===== src/hdl/rsg_pkg.sv =====
`default_nettype none

package rsg_pkg;

    // Register indices; byte address is four times the index
    localparam logic [3:0] IDX_GPIO_CFG = 4'h4;
    localparam logic [3:0] IDX_CTRL     = 4'h6;
    localparam logic [3:0] IDX_STATUS   = 4'ha;
    localparam logic [3:0] IDX_ERRLVL   = 4'hb;
    localparam logic [3:0] IDX_PIN_IN   = 4'hc;

    // GPIO config fields
    localparam int GP1_FN_LSB  = 0;
    localparam int GP2_FN_LSB  = 2;
    localparam int GP3_FN_LSB  = 4;
    localparam int GRP_IEN_BIT = 6;
    localparam int TUNE_IEN_BIT = 7;
    localparam int GP1_OUT_BIT = 8;
    localparam int GP3_OUT_BIT = 9;

    // Control fields
    localparam int RDS_EN_BIT    = 0;
    localparam int VERBOSE_BIT   = 1;
    localparam int AGC_DIS_BIT   = 2;
    localparam int PWR_EN_BIT    = 3;
    localparam int HIGH_PERF_BIT = 9;

    // Status fields
    localparam int READY_BIT   = 0;
    localparam int SYNC_BIT    = 1;
    localparam int TUNE_BIT    = 2;
    localparam int PWR_OK_BIT  = 3;
    localparam int BUS3W_BIT   = 4;

    localparam logic [31:0] CFG_RESET  = 32'h0000_0000;
    localparam logic [31:0] CTRL_RESET = 32'h0000_0000;

    // Pin function codes
    localparam logic [1:0] FN_HIGHZ = 2'h0;
    localparam logic [1:0] FN_SPEC  = 2'h1;
    localparam logic [1:0] FN_LOW   = 2'h2;
    localparam logic [1:0] FN_HIGH  = 2'h3;

    // Error level codes
    localparam logic [1:0] ERR_NONE = 2'h0;
    localparam logic [1:0] ERR_FEW  = 2'h1;
    localparam logic [1:0] ERR_SOME = 2'h2;
    localparam logic [1:0] ERR_BAD  = 2'h3;
    localparam logic [2:0] ERR_FEW_MAX  = 3'h2;
    localparam logic [2:0] ERR_SOME_MAX = 3'h5;

    // Timing
    localparam int CLK_KHZ      = 20000;
    localparam int READY_MS     = 40;
    localparam int IRQ_MS       = 5;
    localparam int POWERUP_MS   = 110;
    localparam int READY_CYCLES = READY_MS * CLK_KHZ;
    localparam int IRQ_CYCLES   = IRQ_MS * CLK_KHZ;
    localparam int PWR_CYCLES   = POWERUP_MS * CLK_KHZ;
    localparam logic [1:0] STRAP_WAIT = 2'h2;

    typedef enum logic [1:0] {RSG_PWR_OFF, RSG_PWR_RAMP, RSG_PWR_ON} rsg_pwr_t;

endpackage

`default_nettype wire


===== src/hdl/rsg_status.sv =====
// How it works
// - Decoding runs only while the RDS enable bit or the high-performance bit is set.
// - Verbose select low means standard mode, the reset default.
// - Standard mode: valid group sets ready flag for at least 40 ms.
// - Standard mode: irq enabled and pin two field 01 pulses low 5 ms.
// - Standard mode: invalid groups set no ready flag and give no pin pulse.
// - Standard mode: sync flag and error levels read zero.
// - Verbose mode: sync flag follows block synchronisation.
// - Verbose mode: received group sets ready flag only when synchronised.
// - Verbose mode: pin pulse only when synchronised and a group arrives.
// - Per block error level: 00 none, 01 1-2, 10 3-5, 11 six up.
// - High-performance option is control bit 9, off after reset.
// - High-performance: boost amplifier, force decoding, disable impulse detection.
// - Pins one and three are sampled at reset exit for bus mode.
// - Pins serve general purpose, pin two irq, pin three stereo indicator.
// - Pin functions work regardless of enable bits.
// - Gain-control disable bit turns off automatic gain control.
// - Tune irq enabled and field 01: tune done pulses pin two 5 ms.
// - Powerup completes within 110 ms of enable written to one.
`timescale 1ns/1ps
`default_nettype none

module rsg_status
    import rsg_pkg::*;
#(
    parameter int unsigned READY_CYC = rsg_pkg::READY_CYCLES,
    parameter int unsigned IRQ_CYC   = rsg_pkg::IRQ_CYCLES,
    parameter int unsigned PWR_CYC   = rsg_pkg::PWR_CYCLES
) (
    input  wire logic        clk_i,
    input  wire logic        rst_i,
    input  wire logic        cyc_i,
    input  wire logic        stb_i,
    input  wire logic        we_i,
    input  wire logic [7:0]  adr_i,
    input  wire logic [3:0]  sel_i,
    input  wire logic [31:0] dat_i,
    output logic      [31:0] dat_o,
    output logic             ack_o,
    input  wire logic        group_valid_i,
    input  wire logic        group_rcvd_i,
    input  wire logic        sync_held_i,
    input  wire logic [11:0] blk_err_cnt_i,
    input  wire logic        tune_done_i,
    input  wire logic        stereo_i,
    input  wire logic        gp_pin_one_i,
    output logic             gp_pin_one_o,
    output logic             gp_pin_one_oe_n_o,
    input  wire logic        gp_pin_two_irq_i,
    output logic             gp_pin_two_irq_o,
    output logic             gp_pin_two_irq_oe_n_o,
    input  wire logic        gp_pin_three_i,
    output logic             gp_pin_three_o,
    output logic             gp_pin_three_oe_n_o,
    output logic             rds_decode_en_o,
    output logic             lna_boost_o,
    output logic             impulse_det_dis_o,
    output logic             agc_disable_o,
    output logic             powerup_done_o,
    output logic             bus_3wire_o
);

    logic [31:0] cfg_reg;
    logic [31:0] ctrl_reg;
    logic [2:0]  pin_s1_reg;
    logic [2:0]  pin_s2_reg;
    logic [1:0]  strap_cnt_reg;
    logic        strap_done_reg;
    logic [23:0] ready_cnt_reg;
    logic [23:0] irq_cnt_reg;
    logic [23:0] pwr_cnt_reg;
    rsg_pwr_t    pwr_state_reg;
    logic        pwr_en_d_reg;
    logic        tune_flag_reg;
    logic        ready_flag_reg;
    logic        sync_reg;
    logic [7:0]  err_lvl_reg;
    logic [7:0]  err_lvl_next;
    logic        rds_run;
    logic        verbose;
    logic        group_event;
    logic        irq_fire;
    logic        access;
    logic [3:0]  index;
    logic [31:0] wmask;
    logic [31:0] rdata;
    logic [1:0]  fn1;
    logic [1:0]  fn2;
    logic [1:0]  fn3;

    assign access  = cyc_i && stb_i && !ack_o;
    assign index   = adr_i[5:2];
    assign verbose = ctrl_reg[VERBOSE_BIT];
    assign fn1     = cfg_reg[GP1_FN_LSB +: 2];
    assign fn2     = cfg_reg[GP2_FN_LSB +: 2];
    assign fn3     = cfg_reg[GP3_FN_LSB +: 2];

    genvar g;
    generate
        for (g = 0; g < 4; g++) begin : g_mask
            assign wmask[8*g +: 8] = {8{sel_i[g]}};
        end
    endgenerate

    assign rds_run = ctrl_reg[RDS_EN_BIT] || ctrl_reg[HIGH_PERF_BIT];

    assign group_event = rds_run &&
                         (verbose ? (group_rcvd_i && sync_held_i) : group_valid_i);

    assign irq_fire = (fn2 == FN_SPEC) &&
                      ((group_event && cfg_reg[GRP_IEN_BIT]) ||
                       (tune_done_i && cfg_reg[TUNE_IEN_BIT]));

    generate
        for (g = 0; g < 4; g++) begin : g_err
            logic [2:0] cnt;
            assign cnt = blk_err_cnt_i[3*g +: 3];
            assign err_lvl_next[2*g +: 2] = (cnt == 3'h0)          ? ERR_NONE :
                                            (cnt <= ERR_FEW_MAX)  ? ERR_FEW  :
                                            (cnt <= ERR_SOME_MAX) ? ERR_SOME : ERR_BAD;
        end
    endgenerate

    // Wishbone writes; unmapped addresses are acked and ignored
    always_ff @(posedge clk_i) begin
        if (rst_i) begin
            cfg_reg  <= CFG_RESET;
            ctrl_reg <= CTRL_RESET;
        end else if (access && we_i && adr_i[7:6] == 2'h0) begin
            if (index == IDX_GPIO_CFG) begin
                cfg_reg <= (cfg_reg & ~wmask) | (dat_i & wmask);
            end
            if (index == IDX_CTRL) begin
                ctrl_reg <= (ctrl_reg & ~wmask) | (dat_i & wmask);
            end
        end
    end

    always_comb begin
        rdata = 32'h0000_0000;
        if (adr_i[7:6] == 2'h0) begin
            case (index)
                IDX_GPIO_CFG: rdata = cfg_reg;
                IDX_CTRL:     rdata = ctrl_reg;
                IDX_STATUS: begin
                    rdata[READY_BIT]  = ready_flag_reg;
                    rdata[SYNC_BIT]   = sync_reg;
                    rdata[TUNE_BIT]   = tune_flag_reg;
                    rdata[PWR_OK_BIT] = powerup_done_o;
                    rdata[BUS3W_BIT]  = bus_3wire_o;
                end
                IDX_ERRLVL:   rdata[7:0] = err_lvl_reg;
                IDX_PIN_IN:   rdata[2:0] = pin_s2_reg;
                default:      rdata = 32'h0000_0000;
            endcase
        end
    end

    always_ff @(posedge clk_i) begin
        if (rst_i) begin
            ack_o <= 1'b0;
            dat_o <= 32'h0000_0000;
        end else begin
            ack_o <= access;
            dat_o <= (access && !we_i) ? rdata : 32'h0000_0000;
        end
    end

    // Pin synchronisers
    always_ff @(posedge clk_i) begin
        if (rst_i) begin
            pin_s1_reg <= 3'h0;
            pin_s2_reg <= 3'h0;
        end else begin
            pin_s1_reg <= {gp_pin_three_i, gp_pin_two_irq_i, gp_pin_one_i};
            pin_s2_reg <= pin_s1_reg;
        end
    end

    always_ff @(posedge clk_i) begin
        if (rst_i) begin
            strap_cnt_reg  <= 2'h0;
            strap_done_reg <= 1'b0;
            bus_3wire_o    <= 1'b0;
        end else if (!strap_done_reg) begin
            if (strap_cnt_reg == STRAP_WAIT) begin
                strap_done_reg <= 1'b1;
                bus_3wire_o    <= pin_s2_reg[2] && !pin_s2_reg[0];
            end else begin
                strap_cnt_reg <= strap_cnt_reg + 2'h1;
            end
        end
    end

    always_ff @(posedge clk_i) begin
        if (rst_i) begin
            ready_cnt_reg  <= 24'h0;
            ready_flag_reg <= 1'b0;
        end else if (group_event) begin
            ready_cnt_reg  <= 24'(READY_CYC - 1);
            ready_flag_reg <= 1'b1;
        end else if (ready_cnt_reg != 24'h0) begin
            ready_cnt_reg <= ready_cnt_reg - 24'h1;
        end else begin
            ready_flag_reg <= 1'b0;
        end
    end

    always_ff @(posedge clk_i) begin
        if (rst_i) begin
            sync_reg    <= 1'b0;
            err_lvl_reg <= 8'h00;
        end else if (!verbose) begin
            sync_reg    <= 1'b0;
            err_lvl_reg <= 8'h00;
        end else begin
            sync_reg <= sync_held_i && rds_run;
            if (group_event) begin
                err_lvl_reg <= err_lvl_next;
            end
        end
    end

    // Tune flag; set wins over clear while tune done is high
    always_ff @(posedge clk_i) begin
        if (rst_i) begin
            tune_flag_reg <= 1'b0;
        end else begin
            tune_flag_reg <= tune_done_i || (tune_flag_reg && !(access && we_i &&
                             adr_i[7:6] == 2'h0 && index == IDX_STATUS &&
                             sel_i[0] && dat_i[TUNE_BIT]));
        end
    end

    always_ff @(posedge clk_i) begin
        if (rst_i) begin
            irq_cnt_reg <= 24'h0;
        end else if (irq_fire) begin
            irq_cnt_reg <= 24'(IRQ_CYC);
        end else if (irq_cnt_reg != 24'h0) begin
            irq_cnt_reg <= irq_cnt_reg - 24'h1;
        end
    end

    // No gating by power or enables
    always_ff @(posedge clk_i) begin
        if (rst_i) begin
            gp_pin_one_o          <= 1'b0;
            gp_pin_one_oe_n_o     <= 1'b1;
            gp_pin_two_irq_o      <= 1'b0;
            gp_pin_two_irq_oe_n_o <= 1'b1;
            gp_pin_three_o        <= 1'b0;
            gp_pin_three_oe_n_o   <= 1'b1;
        end else begin
            gp_pin_one_o      <= (fn1 == FN_HIGH) ||
                                 (fn1 == FN_SPEC && cfg_reg[GP1_OUT_BIT]);
            gp_pin_one_oe_n_o <= (fn1 == FN_HIGHZ);
            gp_pin_two_irq_o      <= (fn2 == FN_HIGH) ||
                                     (fn2 == FN_SPEC && irq_cnt_reg == 24'h0);
            gp_pin_two_irq_oe_n_o <= (fn2 == FN_HIGHZ);
            gp_pin_three_o    <= (fn3 == FN_HIGH) ||
                                 (fn3 == FN_SPEC && (stereo_i || cfg_reg[GP3_OUT_BIT]));
            gp_pin_three_oe_n_o <= (fn3 == FN_HIGHZ);
        end
    end

    always_ff @(posedge clk_i) begin
        if (rst_i) begin
            pwr_state_reg  <= RSG_PWR_OFF;
            pwr_cnt_reg    <= 24'h0;
            pwr_en_d_reg   <= 1'b0;
            powerup_done_o <= 1'b0;
        end else begin
            pwr_en_d_reg <= ctrl_reg[PWR_EN_BIT];
            case (pwr_state_reg)
                RSG_PWR_OFF: begin
                    powerup_done_o <= 1'b0;
                    if (ctrl_reg[PWR_EN_BIT] && !pwr_en_d_reg) begin
                        pwr_cnt_reg   <= 24'(PWR_CYC - 1);
                        pwr_state_reg <= RSG_PWR_RAMP;
                    end
                end
                RSG_PWR_RAMP: begin
                    if (!ctrl_reg[PWR_EN_BIT]) begin
                        pwr_state_reg <= RSG_PWR_OFF;
                    end else if (pwr_cnt_reg == 24'h0) begin
                        powerup_done_o <= 1'b1;
                        pwr_state_reg  <= RSG_PWR_ON;
                    end else begin
                        pwr_cnt_reg <= pwr_cnt_reg - 24'h1;
                    end
                end
                RSG_PWR_ON: begin
                    if (!ctrl_reg[PWR_EN_BIT]) begin
                        powerup_done_o <= 1'b0;
                        pwr_state_reg  <= RSG_PWR_OFF;
                    end
                end
                default: pwr_state_reg <= RSG_PWR_OFF;
            endcase
        end
    end

    always_ff @(posedge clk_i) begin
        if (rst_i) begin
            rds_decode_en_o   <= 1'b0;
            lna_boost_o       <= 1'b0;
            impulse_det_dis_o <= 1'b0;
            agc_disable_o     <= 1'b0;
        end else begin
            rds_decode_en_o   <= rds_run;
            lna_boost_o       <= ctrl_reg[HIGH_PERF_BIT];
            impulse_det_dis_o <= ctrl_reg[HIGH_PERF_BIT];
            agc_disable_o     <= ctrl_reg[AGC_DIS_BIT];
        end
    end
endmodule

`default_nettype wire


===== config.mk =====
export PLATFORM = sky130hd
export DESIGN_NAME = rsg_status
export DESIGN_NICKNAME = d
export VERILOG_FILES = /design/src/hdl/rsg_pkg.sv /design/src/hdl/rsg_status.sv
export SDC_FILE = /design/constraint.sdc
export NUM_CORES = 1
export LEC_CHECK = 0
export ABC_AREA = 1
export BUFFER_PORTS_ARGS = -buffer_cell sky130_fd_sc_hd__buf_2
export CAP_MARGIN = 0
export CORE_MARGIN = 2
export CORE_UTILIZATION = 45
export CTS_BUF_LIST = sky130_fd_sc_hd__clkbuf_4
export CTS_CLUSTER_DIAMETER = 120
export DETAILED_ROUTE_END_ITERATION = 10
export GPL_TIMING_DRIVEN = 0
export PLACE_DENSITY = 0.64
export REMOVE_ABC_BUFFERS = 1
export SLEW_MARGIN = 20
export SYNTH_ARGS = -nofsm -noshare
export SYNTH_HDL_FRONTEND = slang
export SYNTH_SLANG_ARGS = --single-unit

===== constraint.sdc =====
create_clock -name clk_i -period 2.1 [get_ports clk_i]
set_clock_uncertainty 0.2 [all_clocks]
set_input_delay 0.105 -clock clk_i [delete_from_list [all_inputs] [get_ports clk_i]]
set_output_delay 0.105 -clock clk_i [all_outputs]
set_load 0.05 [all_outputs]

# Word-level counts from Yosys, hierarchy flattened
# Cells that the tools add are included.
# Widths: inputs -> output; s select.
# word_totals
wordCells	172
in_bits	69
ram_bits	0
n_memories	0
romBits	0
latch_bits	0
reg_bits	203
out_inout_bits	45
# op_classes
shift	0
addsub	4
multipliers	0
reduce_logical	60
muxes	38
eq_ne	21
magnitude_cmp	8
bitwise	11
div_mod_pow	0
# op_table
operator	count
$and 32x32->32	3
$pmux 24 s2	2
$mux 24	3
$sub 24x1->24 const B	3
$or 32x32->32	2
$logic_not 24->1	2
$reduce_bool 24->1	2
$mux 20	2
$mux 17	2
$not 32->32	1
$mux 2	12
$logic_and 1x1->1	20
$pmux 3 s5	1
$eq 4x4->1 const B	3
$le 3x2->1 const B	4
$le 3x3->1 const B	4
$logic_not 3->1	4
$mux 1	12
$ne 2x2->1 const B	6
$eq 2x2->1 const B	5
$logic_not 2->1	5
$pmux 3 s3	1
$eq 2x1->1 const B	4
$eq 4x3->1 const B	2
other kinds (15)	37

# Logic depth before layout (Yosys ltp)
# Gate-level depths: netlist of the first run.
# depth
ltp_word	10
depth_mapped	10
depth_no_buf	10

# Worst setup path after synthesis of the first run
# No wires, ideal clock.
# synth_timing
kind	reg-to-reg
from	reg ack_o
to	reg with a tool-made name
required_time_ps	1781
setup_slack_ps	249
setup_ps	119
synth_period_minus_slack_ps	1851
arrival_time_ps	1532
path_stages_with_launch	8
cell_sequence	dfxtp_1 -> inv_1 -> nand3_1 -> nor2_1 -> nand3_1 -> buf_2 -> o21ai_0 -> a21oi_1
# synth_rtl
element	line_no	text
start, declared	rsg_status.sv:39	output logic ack_o,
start signal, assigned	rsg_status.sv:164	ack_o <= access;

==> flow_summary.json, run 1 <==
{
  "outcome": "complete, no violations",
  "cts_buffers": 54,
  "drtPass1Iterations": 5,
  "first_global_vias": 8424,
  "track_usage_pct": 22.58,
  "syn_area_um2": 9218,
  "period_share_pct": 95.66,
  "dp_cells": 1637,
  "drive_above_1_share_pct": 18.02,
  "maxUsedRoutingLayer": "met4",
  "synth-edff-count": 0,
  "clockBufferDepth": 3,
  "synthCells": 1299,
  "hold_viol": 0,
  "final_antenna_net_count": 0,
  "wl_mm": 24.98,
  "drt_iter0_drc": 611,
  "cts.sinks": 203,
  "detail_route.vias_per_cell": 4.930,
  "syn_area_per_cell_um2": 7.096,
  "crit_required_ps": 2410,
  "port_buffers": 111,
  "crit_path_cell_trace": "inv_1 -> nand3_2 -> nor3_4 -> nand2_1 -> o21ai_0 -> a21oi_1",
  "synthTopCellsByArea": "dfxtp_1 44%, nand2_1 9.8%, nor2_1 8.5%, a21oi_1 6.7%, inv_1 6.4%",
  "yosysTopAreaCellShare_pct": 44.09,
  "hpwl_mm": 15.75,
  "rsz0062_at_grt": "true",
  "finalSetupTns_ps": 0,
  "instances_no_fill": 1826,
  "dr_wl_met3_mm": 1.501,
  "yosys.area.top_type": "dfxtp_1",
  "path_delay_family": "simple AND/OR/NAND/NOR gates",
  "yosys_warnings": 0,
  "nNetsFinal": 1596,
  "slew_headroom_pct": 48.84,
  "fp.dieArea_um2": 21640,
  "power_density_nw_per_um2": 1052,
  "fill_cells": 1964,
  "total_leakage_power_uw": 0.005230,
  "wl_per_cell_um": 13.68,
  "slew_violations": 0,
  "ys.flop_type": "dfxtp_1",
  "vias": 9003,
  "root_buffer": "clkbuf_4",
  "cts_max_level": 2,
  "cp_max_fo": 16,
  "grt-ovfl-total": 0,
  "synthArstFlopShare_pct": 0,
  "pin_count": 114,
  "wl_met2_mm": 11.46,
  "utilization_pct": 58.10,
  "irDropWorstVdd_mv": 0.4767,
  "core_um2": 20170,
  "cp-start-kind": "flop",
  "max_freq_ghz": 0.4978,
  "slowest_stage": "nand2_1",
  "drc": 0,
  "antenna_found_initial": 2,
  "die_h_um": 147.1,
  "placementRows": 52,
  "grt_max_degree": 59,
  "area_delta_synth_final_pct": 27.12,
  "yosysSeqAreaShare_pct": 44.09,
  "clk_latency_ps": 680,
  "start_util_pct": 45.70,
  "min_period_ps": 2009,
  "setup_violations": 0,
  "crit_path_end_kind": "flop",
  "critPathArrivalTime_ps": 2320,
  "max_stage_delay_ps": 400,
  "cts_tree": "built",
  "place.gp.congestion": 0.9095,
  "worst-setup-path-type": "flop to flop",
  "post-synth-top-count-cell": "nand2_1",
  "synthTopCellsByCount": "241 x nand2_1, 208 x nor2_1, 203 x dfxtp_1",
  "maxCapViolations": 0,
  "met1_length_mm": 11.52,
  "min-delay-path-class": "primary input to flop",
  "tightest_slew_ps": 764.6,
  "synth_cell_types": 43,
  "ys_ff_latch": 203,
  "path_clk_slew_ps": 70,
  "grt_pass1_wl_mm": 40.23,
  "dieWidth_um": 147.1,
  "cp_num_buf_inv": 1
}
-- where the power goes --
| part | internal (µW) | switching, µW |
|---|---|---|
| Combinational | 1720 | 2640 |
| Clock | 1710 | 1590 |
| Sequential | 4280 | 371 |
-- layout make-up --
| class | instances | area, µm² | share of cell area [%] |
|---|---|---|---|
| Antenna cell | 2 | 5.005 | 0.04271 |
| Clock buffer | 79 | 593.1 | 5.061 |
| Clock inverter | 11 | 56.30 | 0.4805 |
| Inverter | 160 | 605.6 | 5.168 |
| Multi-Input combinational cell | 894 | 4484 | 38.27 |
| Sequential cell | 203 | 4064 | 34.68 |
| Tap cell | 270 | 337.8 | 2.883 |
| Timing Repair Buffer | 207 | 1572 | 13.41 |
-- layout by cell type, fill, tap and decap left out, types with 2 or more instances in the layout --
cell	n
o21ai_0	75
nor2_4	4
nor3_4	2
nand3_4	2
buf_12	3
inv_2	4
xor2_1	12
buf_4	6
buf_16	2
or2_2	17
a31oi_1	3
inv_6	2
a211oi_1	3
o22ai_1	30
nor2_1	204
nor3_1	7
dfxtp_1	203
nand3_2	6
a21oi_1	123
o21ai_1	4
dlygate4sd3_1	86
nand3b_1	6
clkbuf_4	79
nand3_1	75
xnor2_1	23
nand2_2	12
nand2_4	2
nand4_1	9
clkinv_1	7
ha_1	5
nor2_2	7
inv_1	155
diode_2	2
a21oi_2	10
buf_2	110
nand2_1	238
-- kinds of logic after synthesis --
kind of cell | count (synthesis) | synth area share [%]
adders and majority gates | 7 | 0.9501
AOI/OAI and AO/OA | 255 | 15.16
DFF | 203 | 44.09
xor gates and xnor gates | 35 | 3.326
buffers and inverters | 205 | 8.959
and+or+nand+nor | 594 | 27.51
-- final timing paths --
check / start / to / slack (ps) / cells after the start
max: ack_o$_SDFF_PP0_ / flop / 90 / 6
min: dat_i[24] / flop / 60 / 4
max reg2reg: ack_o$_SDFF_PP0_ / flop / 90 / 6
min reg2reg: pin_s1_reg[2]$_SDFF_PP0_ / pin_s2_reg[2]$_SDFF_PP0_ / 200 / 2
-- worst min-delay path: cells and delay by family --
family | cells | cell delay, ps
buffers and inverters | 2 | 610
AOI/OAI and AO/OA | 2 | 180
-- metal layers --
metal	track usage (%)	vias up
met1	29.19	4076
met4	7.067	0
met2	37.64	241
met5	0	-
met3	5.124	39
li1	-	4647
-- stage by stage --
step / total power, µW / hold slack [ps] / area (µm²) / worst slack, ps
CTS: 12360 / 2.013 / 11630 / 8.332
global route: 13340 / 40.53 / 11720 / -60.99
global placement: 8730 / 119.6 / 9891 / -1858
floorplan: 7906 / -32.56 / 8997 / -171.7
detailed placement: 8784 / 118.9 / 9955 / -475.8
finish: 12320 / 60.97 / 11720 / 91.13
-- timing repair --
| item | CTS | global route |
|---|---|---|
| endpoints found under the setup margin | 113 | 99 |
| hold buffers | 87 | 0 |
| pin swaps | 4 | 3 |
| gates cloned | 2 | 1 |
| hold endpoints to repair | 183 | 0 |
| buffers inserted | 5 | 2 |
| resized for setup | 13 | 11 |
(Power assumes the default switching activity.)
==> run 2, diff against run 1 <==
--- a/config.mk
+++ b/config.mk
@@ -8,9 +8,9 @@
 export ABC_AREA = 1
 export BUFFER_PORTS_ARGS = -buffer_cell sky130_fd_sc_hd__buf_2
 export CAP_MARGIN = 0
+export CORE_ASPECT_RATIO = 1.25
 export CORE_MARGIN = 2
 export CORE_UTILIZATION = 45
-export CTS_BUF_LIST = sky130_fd_sc_hd__clkbuf_4
 export CTS_CLUSTER_DIAMETER = 120
 export DETAILED_ROUTE_END_ITERATION = 10
 export GPL_TIMING_DRIVEN = 0
==> run 2 against run 1 <==
Against the previous run:
- largest power group unchanged
- register-to-register slack lost 110 ps
- critical path type unchanged
- non-clock buffer count shrank 8
- the flow now finishes with violations (setup timing)
- hold slack lost 41 ps
- clock-buffer cell count shrank 51
- clock power grew 26%
- largest cell class unchanged
- sequential share of layout area shrank 0.16 points
- global-route usage grew 0.21 points
- die area is essentially flat
- sequential power is essentially flat
==> flow_summary.json, run 2 (synthesis results as in run 1) <==
{
  "core_um2": 20100,
  "total_leakage_power_uw": 0.005199,
  "setup_violations": 1,
  "timing.rr.start": "ack_o$_SDFF_PP0_",
  "r2r_slack_ps": -20,
  "fill_cells": 1890,
  "outcome": "finished with violations",
  "first_global_vias": 8499,
  "maxCapViolations": 0,
  "critPathLaunch": "ack_o$_SDFF_PP0_",
  "dieWidth_um": 132.0,
  "max_freq_ghz": 0.4709,
  "final_common_cell": "nand2_1",
  "wl_per_cell_um": 14.23,
  "cp_max_fo": 16,
  "hpwl_mm": 16.70,
  "seqCellArea_um2": 4064,
  "fp.dieArea_um2": 21650,
  "place.gp.congestion": 0.9411,
  "cts_buffers": 22,
  "area_delta_synth_final_pct": 27.70,
  "pin_count": 114,
  "grtUsageMet3_pct": 3.951,
  "path_clk_slew_ps": 60,
  "path_delay_family": "simple AND/OR/NAND/NOR gates",
  "drt_iter0_drc": 547,
  "cp_num_buf_inv": 1,
  "ff2ff_path_depth": 6,
  "antenna_found_initial": 0,
  "start_util_pct": 45.85,
  "placementRows": 58,
  "wl_mm": 25.13,
  "slew_violations": 0,
  "multi_input_area_um2": 4501,
  "power_density_nw_per_um2": 1119,
  "clk_latency_ps": 510,
  "max_stage_delay_ps": 400,
  "period_share_pct": 101.1,
  "mostFrequentLayoutCells": "236 x nand2_1, 203 x dfxtp_1, 202 x nor2_1",
  "busiest_layer": "met2",
  "irDropWorstVdd_mv": 0.6576,
  "cts.sinks": 203,
  "crit_path_cell_trace": "inv_1 -> nand3_1 -> nor3_4 -> nand2_1 -> o21ai_0 -> a21oi_1",
  "worst-path-stages": 6,
  "track_usage_pct": 22.79,
  "grt-ovfl-total": 0,
  "rsz0062_at_grt": "true",
  "worst-setup-path-type": "flop to flop",
  "utilization_pct": 58.56,
  "tightest_slew_ps": 656.3,
  "met2_usage_pct": 40.81,
  "final_antenna_net_count": 0,
  "antennaDiodeCount": 0,
  "grt_max_degree": 68,
  "dp_cells": 1640,
  "critPathArrivalTime_ps": 2310,
  "crit_required_ps": 2290,
  "setup_slack_ps": -23.61,
  "hold_path.startpoint": "adr_i[5]",
  "cts_tree": "built",
  "nNetsFinal": 1556,
  "cts_max_level": 1,
  "drtPass1Iterations": 5,
  "slew_headroom_pct": 55.87,
  "violations": "setup timing",
  "grtUsageMet1_pct": 27.11,
  "slowest_stage": "nand2_1",
  "die_h_um": 164.0,
  "vias": 8868,
  "crit_path_end_kind": "flop",
  "cp-start-kind": "flop",
  "drc": 0,
  "min-delay-path-class": "primary input to flop",
  "min_period_ps": 2124,
  "instances_no_fill": 1766,
  "grt_pass1_wl_mm": 40.85,
  "root_buffer": "clkbuf_16",
  "drive_above_1_share_pct": 16.11,
  "hold_viol": 0,
  "port_buffers": 111,
  "detail_route.vias_per_cell": 5.022,
  "clockBufferDepth": 3
}
[run 2: cell count changes in the layout (fill, tap and decap cells not counted), moves of 4 or more]
cell / previous run / this run
bufinv_16: 0 / 4
clkinv_2: 1 / 7
clkbuf_4: 79 / 0
clkbuf_8: 0 / 4
clkinv_1: 7 / 0
clkbuf_16: 0 / 22
dlygate4sd3_1: 86 / 75
[run 2: worst reg2reg max path, cell delays in order, from the launching register on]
cell and delay (ps):
dfxtp_1 310, inv_1 60, nand3_1 250, nor3_4 390, nand2_1 400, o21ai_0 320, a21oi_1 60
[run 2: report_power, final]
part / internal (µW) / leakage [µW] / switching [µW]
sequential: 4280 / 0.00164 / 372
clock: 2560 / 0.000393 / 1600
combinational: 1710 / 0.00316 / 2650
total: 8550 / 0.00520 / 4620
[run 2: through the flow]
stage | setup TNS (ps) | hold slack [ps] | power (µW) | area, µm² | setup WS (ps)
after global placement | -184890 | 123.4 | 8739 | 9891 | -1920
final | -23.61 | 20.30 | 13180 | 11770 | -23.61
after floorplan | -1063 | -32.56 | 7906 | 8997 | -171.7
after CTS | -17.96 | 0.7356 | 13140 | 11670 | -17.96
after global routing | -1513 | 82.50 | 14070 | 11770 | -143.6
after detailed placement | -25040 | 129.7 | 8792 | 10000 | -617.6
[run 2: how the worst min path moves through the flow]
stage                                         endpoint  slack [ps]  cells after the start
after floorplan           pwr_cnt_reg[10]$_SDFFE_PP0P_         -30                      1
after global placement        pin_s1_reg[0]$_SDFF_PP0_         120                      3
after detailed placement      pin_s1_reg[0]$_SDFF_PP0_         130                      3
after CTS                          dat_o[5]$_SDFF_PP0_         0.7                      6
after global routing              dat_o[26]$_SDFF_PP0_          80                      6
final                              dat_o[5]$_SDFF_PP0_          20                      6
[run 2: final cells by class]
type	count	share of cell area, %
multi-input combinational	894	38.23
tap	270	2.870
timing repair buffer	199	12.56
clock buffer	28	5.208
clock inverter	12	1.456
sequential	203	34.52
inverter	160	5.145
[run 2: routing by layer]
layer	share of wire, %	routed length (µm)	up-vias
met5	0	0	-
met4	3.5	882	0
met3	4.9	1237	59
met2	48	12100	209
met1	43	10920	4055
li1	-	-	4545
[run 2: repair_timing]
item                                   4_1_cts  5_1_grt
gates cloned                                 2        1
pin swaps                                    3        6
setup endpoints to repair                  112      126
gates resized for setup                     17       15
hold buffers                                75        1
endpoints found under the hold margin      117        1
setup buffers                                5        3
